--- config.mk ---
export PLATFORM = sky130hd
export DESIGN_NAME = tbw_core
export DESIGN_NICKNAME = d
export VERILOG_FILES = /design/src/logic/tbw_pkg.sv /design/src/logic/tbw_ptr_calc.sv /design/src/logic/tbw_core.sv
export VERILOG_INCLUDE_DIRS = /design/src /design/src/logic
export SDC_FILE = /design/constraint.sdc
export NUM_CORES = 1
export LEC_CHECK = 0
export ABC_AREA = 1
export BUFFER_PORTS_ARGS = -buffer_cell sky130_fd_sc_hd__buf_2
export CELL_PAD_IN_SITES_DETAIL_PLACEMENT = 0
export CELL_PAD_IN_SITES_GLOBAL_PLACEMENT = 1
export CORE_MARGIN = 3
export CORE_UTILIZATION = 40
export DETAILED_ROUTE_END_ITERATION = 10
export PLACE_DENSITY = 0.95
export SLEW_MARGIN = 5
export SYNTH_ARGS = -nofsm -noshare
export SYNTH_HDL_FRONTEND = slang
export SYNTH_SLANG_ARGS = --single-unit
--- constraint.sdc ---
create_clock -name mclk_i -period 2.8 [get_ports mclk_i]
set_clock_uncertainty 0.15 [all_clocks]
set_input_delay 0.56 -clock mclk_i [delete_from_list [all_inputs] [get_ports mclk_i]]
set_output_delay 0.56 -clock mclk_i [all_outputs]
set_load 0.01 [all_outputs]
--- src/logic/tbw_map.svh ---
/*
  Constants for the table write instruction block: opcode pattern, widths,
  mode field position, timing. Assumes inclusion by bare name from logic/ files.
*/
`ifndef TBW_MAP_SVH
`define TBW_MAP_SVH

`define TBW_OPC_W        16
`define TBW_OPC_MASK     16'hFFFC
`define TBW_OPC_MATCH    16'h000C
`define TBW_PTR_W        21
`define TBW_LAT_W        8
`define TBW_MODE_LSB     0
`define TBW_MODE_W       2
`define TBW_CYCLES       2
`define TBW_HOLD_IDX_W   6

`endif

--- src/logic/tbw_pkg.sv ---
/*
  Types for the table write instruction block.
  Assumes tbw_map.svh is on the include path.
*/
`include "tbw_map.svh"

package tbw_pkg;

  typedef enum logic [1:0] {
    TBW_MODE_PLAIN   = 2'h0,
    TBW_MODE_POSTINC = 2'h1,
    TBW_MODE_POSTDEC = 2'h2,
    TBW_MODE_PREINC  = 2'h3
  } tbw_mode_t;

  typedef enum logic [0:0] {
    TBW_ST_IDLE  = 1'h0,
    TBW_ST_WRITE = 1'h1
  } tbw_state_t;

endpackage

--- src/logic/tbw_ptr_calc.sv ---
/*
  Pointer arithmetic for the table write block: address used for the
  holding-register write and the pointer value left behind.
  Assumes a purely combinational context, no clock.
*/
`timescale 1ns/1ps
`include "tbw_map.svh"

module tbw_ptr_calc
  import tbw_pkg::*;
#(
  parameter int PTR_W = `TBW_PTR_W
) (
  input  wire logic [PTR_W-1:0] ptr_i,
  input  tbw_pkg::tbw_mode_t    mode_i,
  output logic      [PTR_W-1:0] addr_o,
  output logic      [PTR_W-1:0] ptr_next_o
);

  logic [PTR_W-1:0] inc;
  logic [PTR_W-1:0] dec;

  assign inc = ptr_i + PTR_W'(1);
  assign dec = ptr_i - PTR_W'(1);

  always_comb begin
    addr_o     = ptr_i;
    ptr_next_o = ptr_i;
    case (mode_i)
      TBW_MODE_PLAIN: begin
        ptr_next_o = ptr_i;
      end
      TBW_MODE_POSTINC: begin
        ptr_next_o = inc;
      end
      TBW_MODE_POSTDEC: begin
        ptr_next_o = dec;
      end
      TBW_MODE_PREINC: begin
        addr_o     = inc;
        ptr_next_o = inc;
      end
      default: begin
        ptr_next_o = ptr_i;
      end
    endcase
  end

endmodule

--- src/logic/tbw_core.sv ---
/*
  Table write instruction execution: decodes the opcode, writes the table
  latch into the selected holding-register byte and updates the pointer.
  The instruction takes two cycles. The take cycle latches the mode, the
  table pointer and the table latch; the execute cycle shows busy_o, and
  at its closing edge one holding-register write strobe and one table
  pointer load strobe are registered out together.
  Nothing here programs nonvolatile memory; the holding bytes wait for a
  separate, later write sequence.
  Assumes the core presents a decoded opcode with a one-cycle valid strobe,
  that an instruction offered while busy_o is high may be dropped, and
  that pointer and latch inputs come from logic on the same clock, so they
  pass no synchroniser. Assumes the core loads table_pointer_o into its
  pointer on table_pointer_wr_o, and the holding registers take
  hold_data_o at hold_idx_o on hold_wr_o.
*/
`timescale 1ns/1ps
`include "tbw_map.svh"

module tbw_core
  import tbw_pkg::*;
#(
  parameter int PTR_W  = `TBW_PTR_W,
  parameter int LAT_W  = `TBW_LAT_W,
  parameter int HIDX_W = `TBW_HOLD_IDX_W
) (
  input  wire logic                   mclk_i,
  input  wire logic                   nrst_i,
  input  wire logic [`TBW_OPC_W-1:0]  opcode_i,
  input  wire logic                   opcode_valid_i,
  input  wire logic [PTR_W-1:0]       table_pointer_i,
  input  wire logic [LAT_W-1:0]       table_latch_i,
  output logic                        busy_o,
  output logic                        hold_wr_o,
  output logic      [HIDX_W-1:0]      hold_idx_o,
  output logic      [LAT_W-1:0]       hold_data_o,
  output logic                        table_pointer_wr_o,
  output logic      [PTR_W-1:0]       table_pointer_o,
  output logic                        nvm_program_o
);

  import tbw_pkg::*;

  // Opcode match on the fixed bits; the low two bits are the mode
  function automatic logic is_table_write_instr(
    input logic [`TBW_OPC_W-1:0] op
  );
    is_table_write_instr = (op & `TBW_OPC_MASK) == `TBW_OPC_MATCH;
  endfunction

  function automatic tbw_mode_t mode_of(
    input logic [`TBW_OPC_W-1:0] op
  );
    mode_of = tbw_mode_t'(op[`TBW_MODE_LSB +: `TBW_MODE_W]);
  endfunction

  tbw_state_t        state_reg;
  tbw_state_t        state_next;
  tbw_mode_t         mode_reg;
  tbw_mode_t         mode_next;
  logic [PTR_W-1:0]  ptr_reg;
  logic [PTR_W-1:0]  ptr_next;
  logic [LAT_W-1:0]  lat_reg;
  logic [LAT_W-1:0]  lat_next;
  logic              wr_reg;
  logic              wr_next;
  logic [HIDX_W-1:0] idx_reg;
  logic [HIDX_W-1:0] idx_next;
  logic [LAT_W-1:0]  data_reg;
  logic [LAT_W-1:0]  data_next;
  logic              pwr_reg;
  logic              pwr_next;
  logic [PTR_W-1:0]  pout_reg;
  logic [PTR_W-1:0]  pout_next;
  logic [PTR_W-1:0]  calc_addr;
  logic [PTR_W-1:0]  calc_ptr;
  logic              take;

  // Only an idle block takes; an opcode offered while busy is dropped
  assign take = opcode_valid_i && (state_reg == TBW_ST_IDLE) &&
                is_table_write_instr(opcode_i);

  tbw_ptr_calc #(
    .PTR_W (PTR_W)
  ) u_calc (
    .ptr_i      (ptr_reg),
    .mode_i     (mode_reg),
    .addr_o     (calc_addr),
    .ptr_next_o (calc_ptr)
  );

  // Sequencer: take cycle, then one execute cycle; a new instruction may
  // be taken in the cycle right after busy_o falls
  always_comb begin
    state_next = state_reg;
    mode_next  = mode_reg;
    case (state_reg)
      TBW_ST_IDLE: begin
        if (take) begin
          mode_next  = mode_of(opcode_i);
          state_next = TBW_ST_WRITE;
        end
      end
      TBW_ST_WRITE: begin
        state_next = TBW_ST_IDLE;
      end
      default: begin
        state_next = TBW_ST_IDLE;
      end
    endcase
  end

  always_ff @(posedge mclk_i) begin
    if (!nrst_i) begin
      state_reg <= TBW_ST_IDLE;
      mode_reg  <= TBW_MODE_PLAIN;
    end else begin
      state_reg <= state_next;
      mode_reg  <= mode_next;
    end
  end

  // Operands are frozen at the take edge; later input changes are ignored
  always_comb begin
    ptr_next = ptr_reg;
    lat_next = lat_reg;
    case (state_reg)
      TBW_ST_IDLE: begin
        if (take) begin
          ptr_next = table_pointer_i;
          lat_next = table_latch_i;
        end
      end
      default: begin
        lat_next = lat_reg;
      end
    endcase
  end

  always_ff @(posedge mclk_i) begin
    if (!nrst_i) begin
      ptr_reg <= '0;
      lat_reg <= '0;
    end else begin
      ptr_reg <= ptr_next;
      lat_reg <= lat_next;
    end
  end

  // Holding write: the strobe lasts one cycle; index and data hold until
  // the next write, so the far side may sample them late
  always_comb begin
    wr_next   = 1'b0;
    idx_next  = idx_reg;
    data_next = data_reg;
    case (state_reg)
      TBW_ST_WRITE: begin
        wr_next   = 1'b1;
        // Only the low index bits reach the holding buffer
        idx_next  = calc_addr[HIDX_W-1:0];
        data_next = lat_reg;
      end
      default: begin
        wr_next = 1'b0;
      end
    endcase
  end

  always_ff @(posedge mclk_i) begin
    if (!nrst_i) begin
      wr_reg   <= 1'b0;
      idx_reg  <= '0;
      data_reg <= '0;
    end else begin
      wr_reg   <= wr_next;
      idx_reg  <= idx_next;
      data_reg <= data_next;
    end
  end

  // Pointer load in every mode; plain mode reloads the same value, so the
  // core sees one strobe shape whatever the mode
  always_comb begin
    pwr_next  = 1'b0;
    pout_next = pout_reg;
    case (state_reg)
      TBW_ST_WRITE: begin
        pwr_next  = 1'b1;
        pout_next = calc_ptr;
      end
      default: begin
        pwr_next = 1'b0;
      end
    endcase
  end

  always_ff @(posedge mclk_i) begin
    if (!nrst_i) begin
      pwr_reg  <= 1'b0;
      pout_reg <= '0;
    end else begin
      pwr_reg  <= pwr_next;
      pout_reg <= pout_next;
    end
  end

  // Busy is a decode of the state register, high in the execute cycle
  assign busy_o             = (state_reg != TBW_ST_IDLE);

  assign hold_wr_o          = wr_reg;
  assign hold_idx_o         = idx_reg;
  assign hold_data_o        = data_reg;
  assign table_pointer_wr_o = pwr_reg;
  assign table_pointer_o    = pout_reg;
  // Programming is left to a separate sequence outside this block
  assign nvm_program_o      = 1'b0;

endmodule

# Yosys cells after proc, flatten, opt, wreduce, memory -nomap -nowiden
# Cells that the tools add are included.
# word_totals
elab_cells	25
output_inout_bits	39
inputBits	48
reg_bits	68
# classes
n_addsub	2
n_reduce_logical	5
muxes	5
bitwise_logic	1
n_eq_ne	4
# ops
cell	n
21-bit one-hot mux with 3 select lines	1
21-bit by 1-bit adder with 21-bit output, second input constant	1
21-bit by 1-bit subtractor with 21-bit output, second input constant	1
14-bit by 2-bit == test with 1-bit output, second input constant	1
6-bit two-way mux	1
2-bit == test, second input constant	2
2-bit by 1-bit == test with 1-bit output, second input constant	1
1-bit logical AND	2
2-bit logical NOT	1
1-bit two-way mux	2
1-bit one-hot mux with 2 select lines	1
2-bit AND reduction	1
2-bit OR reduction	1
1-bit NOT	1

# Longest topological paths before layout
# depth
ltp_word	5
depth_mapped	13
mapped_depth_nobuf	12

# Cells and area by module
# A second synthesis with hierarchy kept.
# unflattened
hier_cells	744
hier_area_um2	4525.6
# modules_own_cells
mod	area_per_inst_um2	seq_area_each_um2	instances	cells_each
tbw_core	2817.7	1361.3	1	393
tbw_ptr_calc	1707.9	0.0	1	351

# Least setup slack after synthesis
# Ideal clock, no wire load.
# synth_timing
path_kind	register -> register
startpoint	register ptr_reg[1]
endpoint	register pout_reg[18] (netlist: table_pointer_o[18])
required_ns	2.538
setup_ns	0.112
arrival_ns	1.393
path_stages_with_launch	13
path_slack_ns	1.145
synth_period_minus_slack_ns	1.655
n_path_buf	0
path_cell_list	dfxtp_1 -> ha_1 -> nand3_2 -> nor2_2 -> nand2_1 -> nor2_2 -> nand2_1 -> nand2_1 -> inv_1 -> nand2_1 -> nand2_1 -> nand2_1 -> nand2_1
# synth_via
elab_chain_cells	2
word_cells_on_any_way	3
classes_between	add/sub: 2; mux: 1
# synth_lines
item	line	text
start: declaration	tbw_core.sv:61	logic [PTR_W-1:0] ptr_reg;
start signal: assignment	tbw_core.sv:145	ptr_reg <= ptr_next;
21-bit by 1-bit adder with 21-bit output or 21-bit by 1-bit subtractor with 21-bit output (tied branches)	tbw_ptr_calc.sv:23, tbw_ptr_calc.sv:24	
21-bit one-hot mux with 3 select lines (*)	tbw_ptr_calc.sv:29	case (mode_i)
end signal: assignment	tbw_core.sv:203	pout_reg <= pout_next;
end: declaration	tbw_core.sv:73	logic [PTR_W-1:0] pout_reg;
# Every way passes the cells marked *; elsewhere a longest branch is shown, timed or not.
# A chain may end at the register's enable or synchronous reset.

# Worst setup path after layout
# layout_timing
startpoint	register ptr_reg[0]
endpoint	register pout_reg[20] (netlist: table_pointer_o[20])
# Same word-level chain as after synthesis.

==> metrics.txt <==
global route overflow=0; cell mode on critical path=nand2_1; CTS tree=done; die width=99.2 µm; VDD IR-drop max=around 230 µV; port bufs=85; post-DP HPWL=about 7.6 mm; Synth Area in Simple Gates=33.0%; worst skew pair latency=350 ps; Critical Path Start Type=flip-flop; clock buffer depth=2; share of cells above drive strength 1=a little over a fifth; crit end category=flip-flop; Adder-Cell Fraction of Synth Area=0.720%; crit path max-delay cell type=dfxtp_1; Worst slew margin=58.4%; Final Cycle Share=72.8%; clk sinks=68; mux contribution to synthesized area=0%; number of buffers created by CTS=9; clock share of power=a little under half; Pwr Density=roughly 470 nW/µm²; flop-to-flop setup slack=~760 ps; Post-synth EDFFs=0; Cells after Synth=roughly 520; critical path arrival=2140 ps; main area contributors after synthesis=dfxtp_1 39%, nand2_1 14%, o21ai_0 8.3%; die area=9850 µm²; mapped cell area=3480 µm²; final cell count without fillers=708; register bit total from synthesis=68; vias in the first global route=3572; drt initial violations=approximately 200; total core area=~8300 µm²; Seq/Total Area, Yosys=39.2%; Max Clock Freq=around 490 MHz; clk slew on worst S/H paths=about 80 ps; dominant cell type by area after synthesis=dfxtp_1; DR vias/cell=5.17; all-layer global routing usage=21.1%; Final ANT Viol Nets=0; WL/cell=14.2 µm; CP peak stage delay=between 300 and 400 ps; via count=around 3.7k; htree depth=3; Final Hold Fails=0; fin crit period=2040 ps; area share of the largest cell type after synthesis=39.2%; routed wire length=~10 mm; most numerous cell in the Yosys netlist=nand2_1; DP Area=3950 µm²; outcome=finished clean; largest net degree at the start of global routing=34; Net Switching=445 µW; initial antenna violation count=0; Root Buffer=clkbuf_8; worst slew pin tran=620 ps; max cap viols=0; setup_tns=0 ps; Worst Path Max Fanout=8; critical path cell sequence=inv_2 -> ha_1 -> nand3_2 -> nor2_2 -> nand4_1 -> nand2_1 -> nand2_1 -> nand3_1 -> nand2_1; Post-Synth XOR/XNOR Area=~1.3%; std cell rows=33; Slew Limit Fails=0; RSZ-0062 raised after global routing=false; ANT cells=0; Pint=1530 µW; Finished Cell Area=4190 µm²; Resized cells post-CTS=0; first-pass GRT wire length=approximately 17 mm; cts hold-fix bufs=0; Async SR Flop Fraction=0%; WS Path Type=flip-flop to flip-flop; DRT Pass-1 Iters=5; Worst Setup Slack, final=760 ps; Final setup viols=0; Compound-Gate Fraction of Synth Area=between 10% and 20%; largest family of logic cells by synthesized area=simple AND/OR/NAND/NOR gates; Hold Path Class=flip-flop to flip-flop; Final GP Congestion=between 0.9 and 1; Yosys cell types=33; leak pwr=about 0.0020 µW; Comb power frac=between 3 and 4%; syn_nets=569; Avg Inst Size Synth=between 6 and 7 µm²; sequential share of power=48.9%; # nets final=648; I/O pin cnt=87; Setup WS pre-CTS=450 ps; YS warnings=0; die height=99.2 µm; filler cell count=895; Layout area overhead=20.4%; Sw Share=22.5%; Initial Util=around two fifths; ys flop type=dfxtp_1; placed cells=692; Synth top cells by count=129 x nand2_1, 68 x dfxtp_1, 58 x o21ai_0; Post-CTS Setup Repair Bufs=0; worst path required time=2900 ps; drc violations=0
## area by class of cell
class / count / area [µm²] / area share, %
flip-flops and latches: 68 / 1360 / 32.5
repair buffers: 91 / 470 / 11.2
well taps: 105 / 131 / 3.14
clock buffers: 10 / 138 / 3.29
clock inverters: 6 / 95.1 / 2.27
multi-input cells: 382 / 1820 / 43.4
inverters: 46 / 173 / 4.13
## cells in the final DEF (no fill, tap or decap), drive strengths merged
master / Yosys / final
o221ai: 1 / 1
a32o: 1 / 1
bufinv: 0 / 2
nand2: 134 / 134
a22o: 1 / 1
ha: 2 / 2
a221oi: 1 / 1
clkbuf: 11 / 10
nand4: 12 / 12
nor2: 60 / 60
dfxtp: 68 / 68
a21oi: 41 / 41
clkinv: 1 / 3
nor3: 10 / 10
inv: 45 / 47
nand3b: 1 / 1
xor2: 5 / 5
o211ai: 2 / 2
o21ai: 67 / 67
conb: 1 / 1
nor4: 4 / 4
nand3: 39 / 39
buf: 12 / 91
## worst max-delay path: cells and delay by family (launching register included)
family | cells | cell delay, ps
AND/OR/NAND/NOR | 7 | 890
flip-flops | 1 | 390
adder cells (fa/ha/maj) | 1 | 300
buffers and inverters | 1 | 200
## path summary, 6_finish.rpt
check,start,cells past startpoint,to
worst max-delay path,ptr_reg[0]$_SDFFE_PN0P_,9,table_pointer_o[20]$_SDFFE_PN0P_
worst min-delay path,lat_reg[0]$_SDFFE_PN0P_,2,lat_reg[0]$_SDFFE_PN0P_
worst max register to register,ptr_reg[0]$_SDFFE_PN0P_,9,table_pointer_o[20]$_SDFFE_PN0P_
worst min register to register,lat_reg[0]$_SDFFE_PN0P_,2,lat_reg[0]$_SDFFE_PN0P_
## power groups by stage
stage	Clock, µW	Combinational [µW]	Sequential, µW
2_1_floorplan	0	25.4	989
6_report	946	65.6	966
3_3_place_gp	0	64.7	989
5_1_grt	1000	75.6	966
3_5_place_dp	0	66.1	989
4_1_cts	960	66.4	966
## metal layers
layer	routed length, µm	part of all wire [%]	GRT usage [%]	vias up
li1	-	-	-	1873
met2	4550	45	34.8	108
met4	148	1.5	6.93	0
met1	4680	47	27.7	1664
met5	0	0	0	-
met3	647	6.5	4.49	13
## logic make-up after synthesis
| family | count (synthesis) |
|---|---|
| buf+inv | 69 |
| simple gates | 260 |
| fa+ha+maj | 2 |
| flops | 68 |
| compound gates | 114 |
| xor+xnor | 5 |
| other cells | 1 |
## per-stage QoR
| step | total power (µW) | hold WS, ps | utilization, % |
|---|---|---|---|
| 2_1_floorplan | 1010 | 278 | - |
| 3_3_place_gp | 1050 | 288 | 47.4 |
| 3_5_place_dp | 1050 | 286 | 47.4 |
| 4_1_cts | 1990 | 303 | 50.2 |
| 5_1_grt | 2040 | 319 | 50.2 |
| 6_report | 1980 | 304 | 50.2 |
Note: power is estimated with default switching activity, not from simulation.
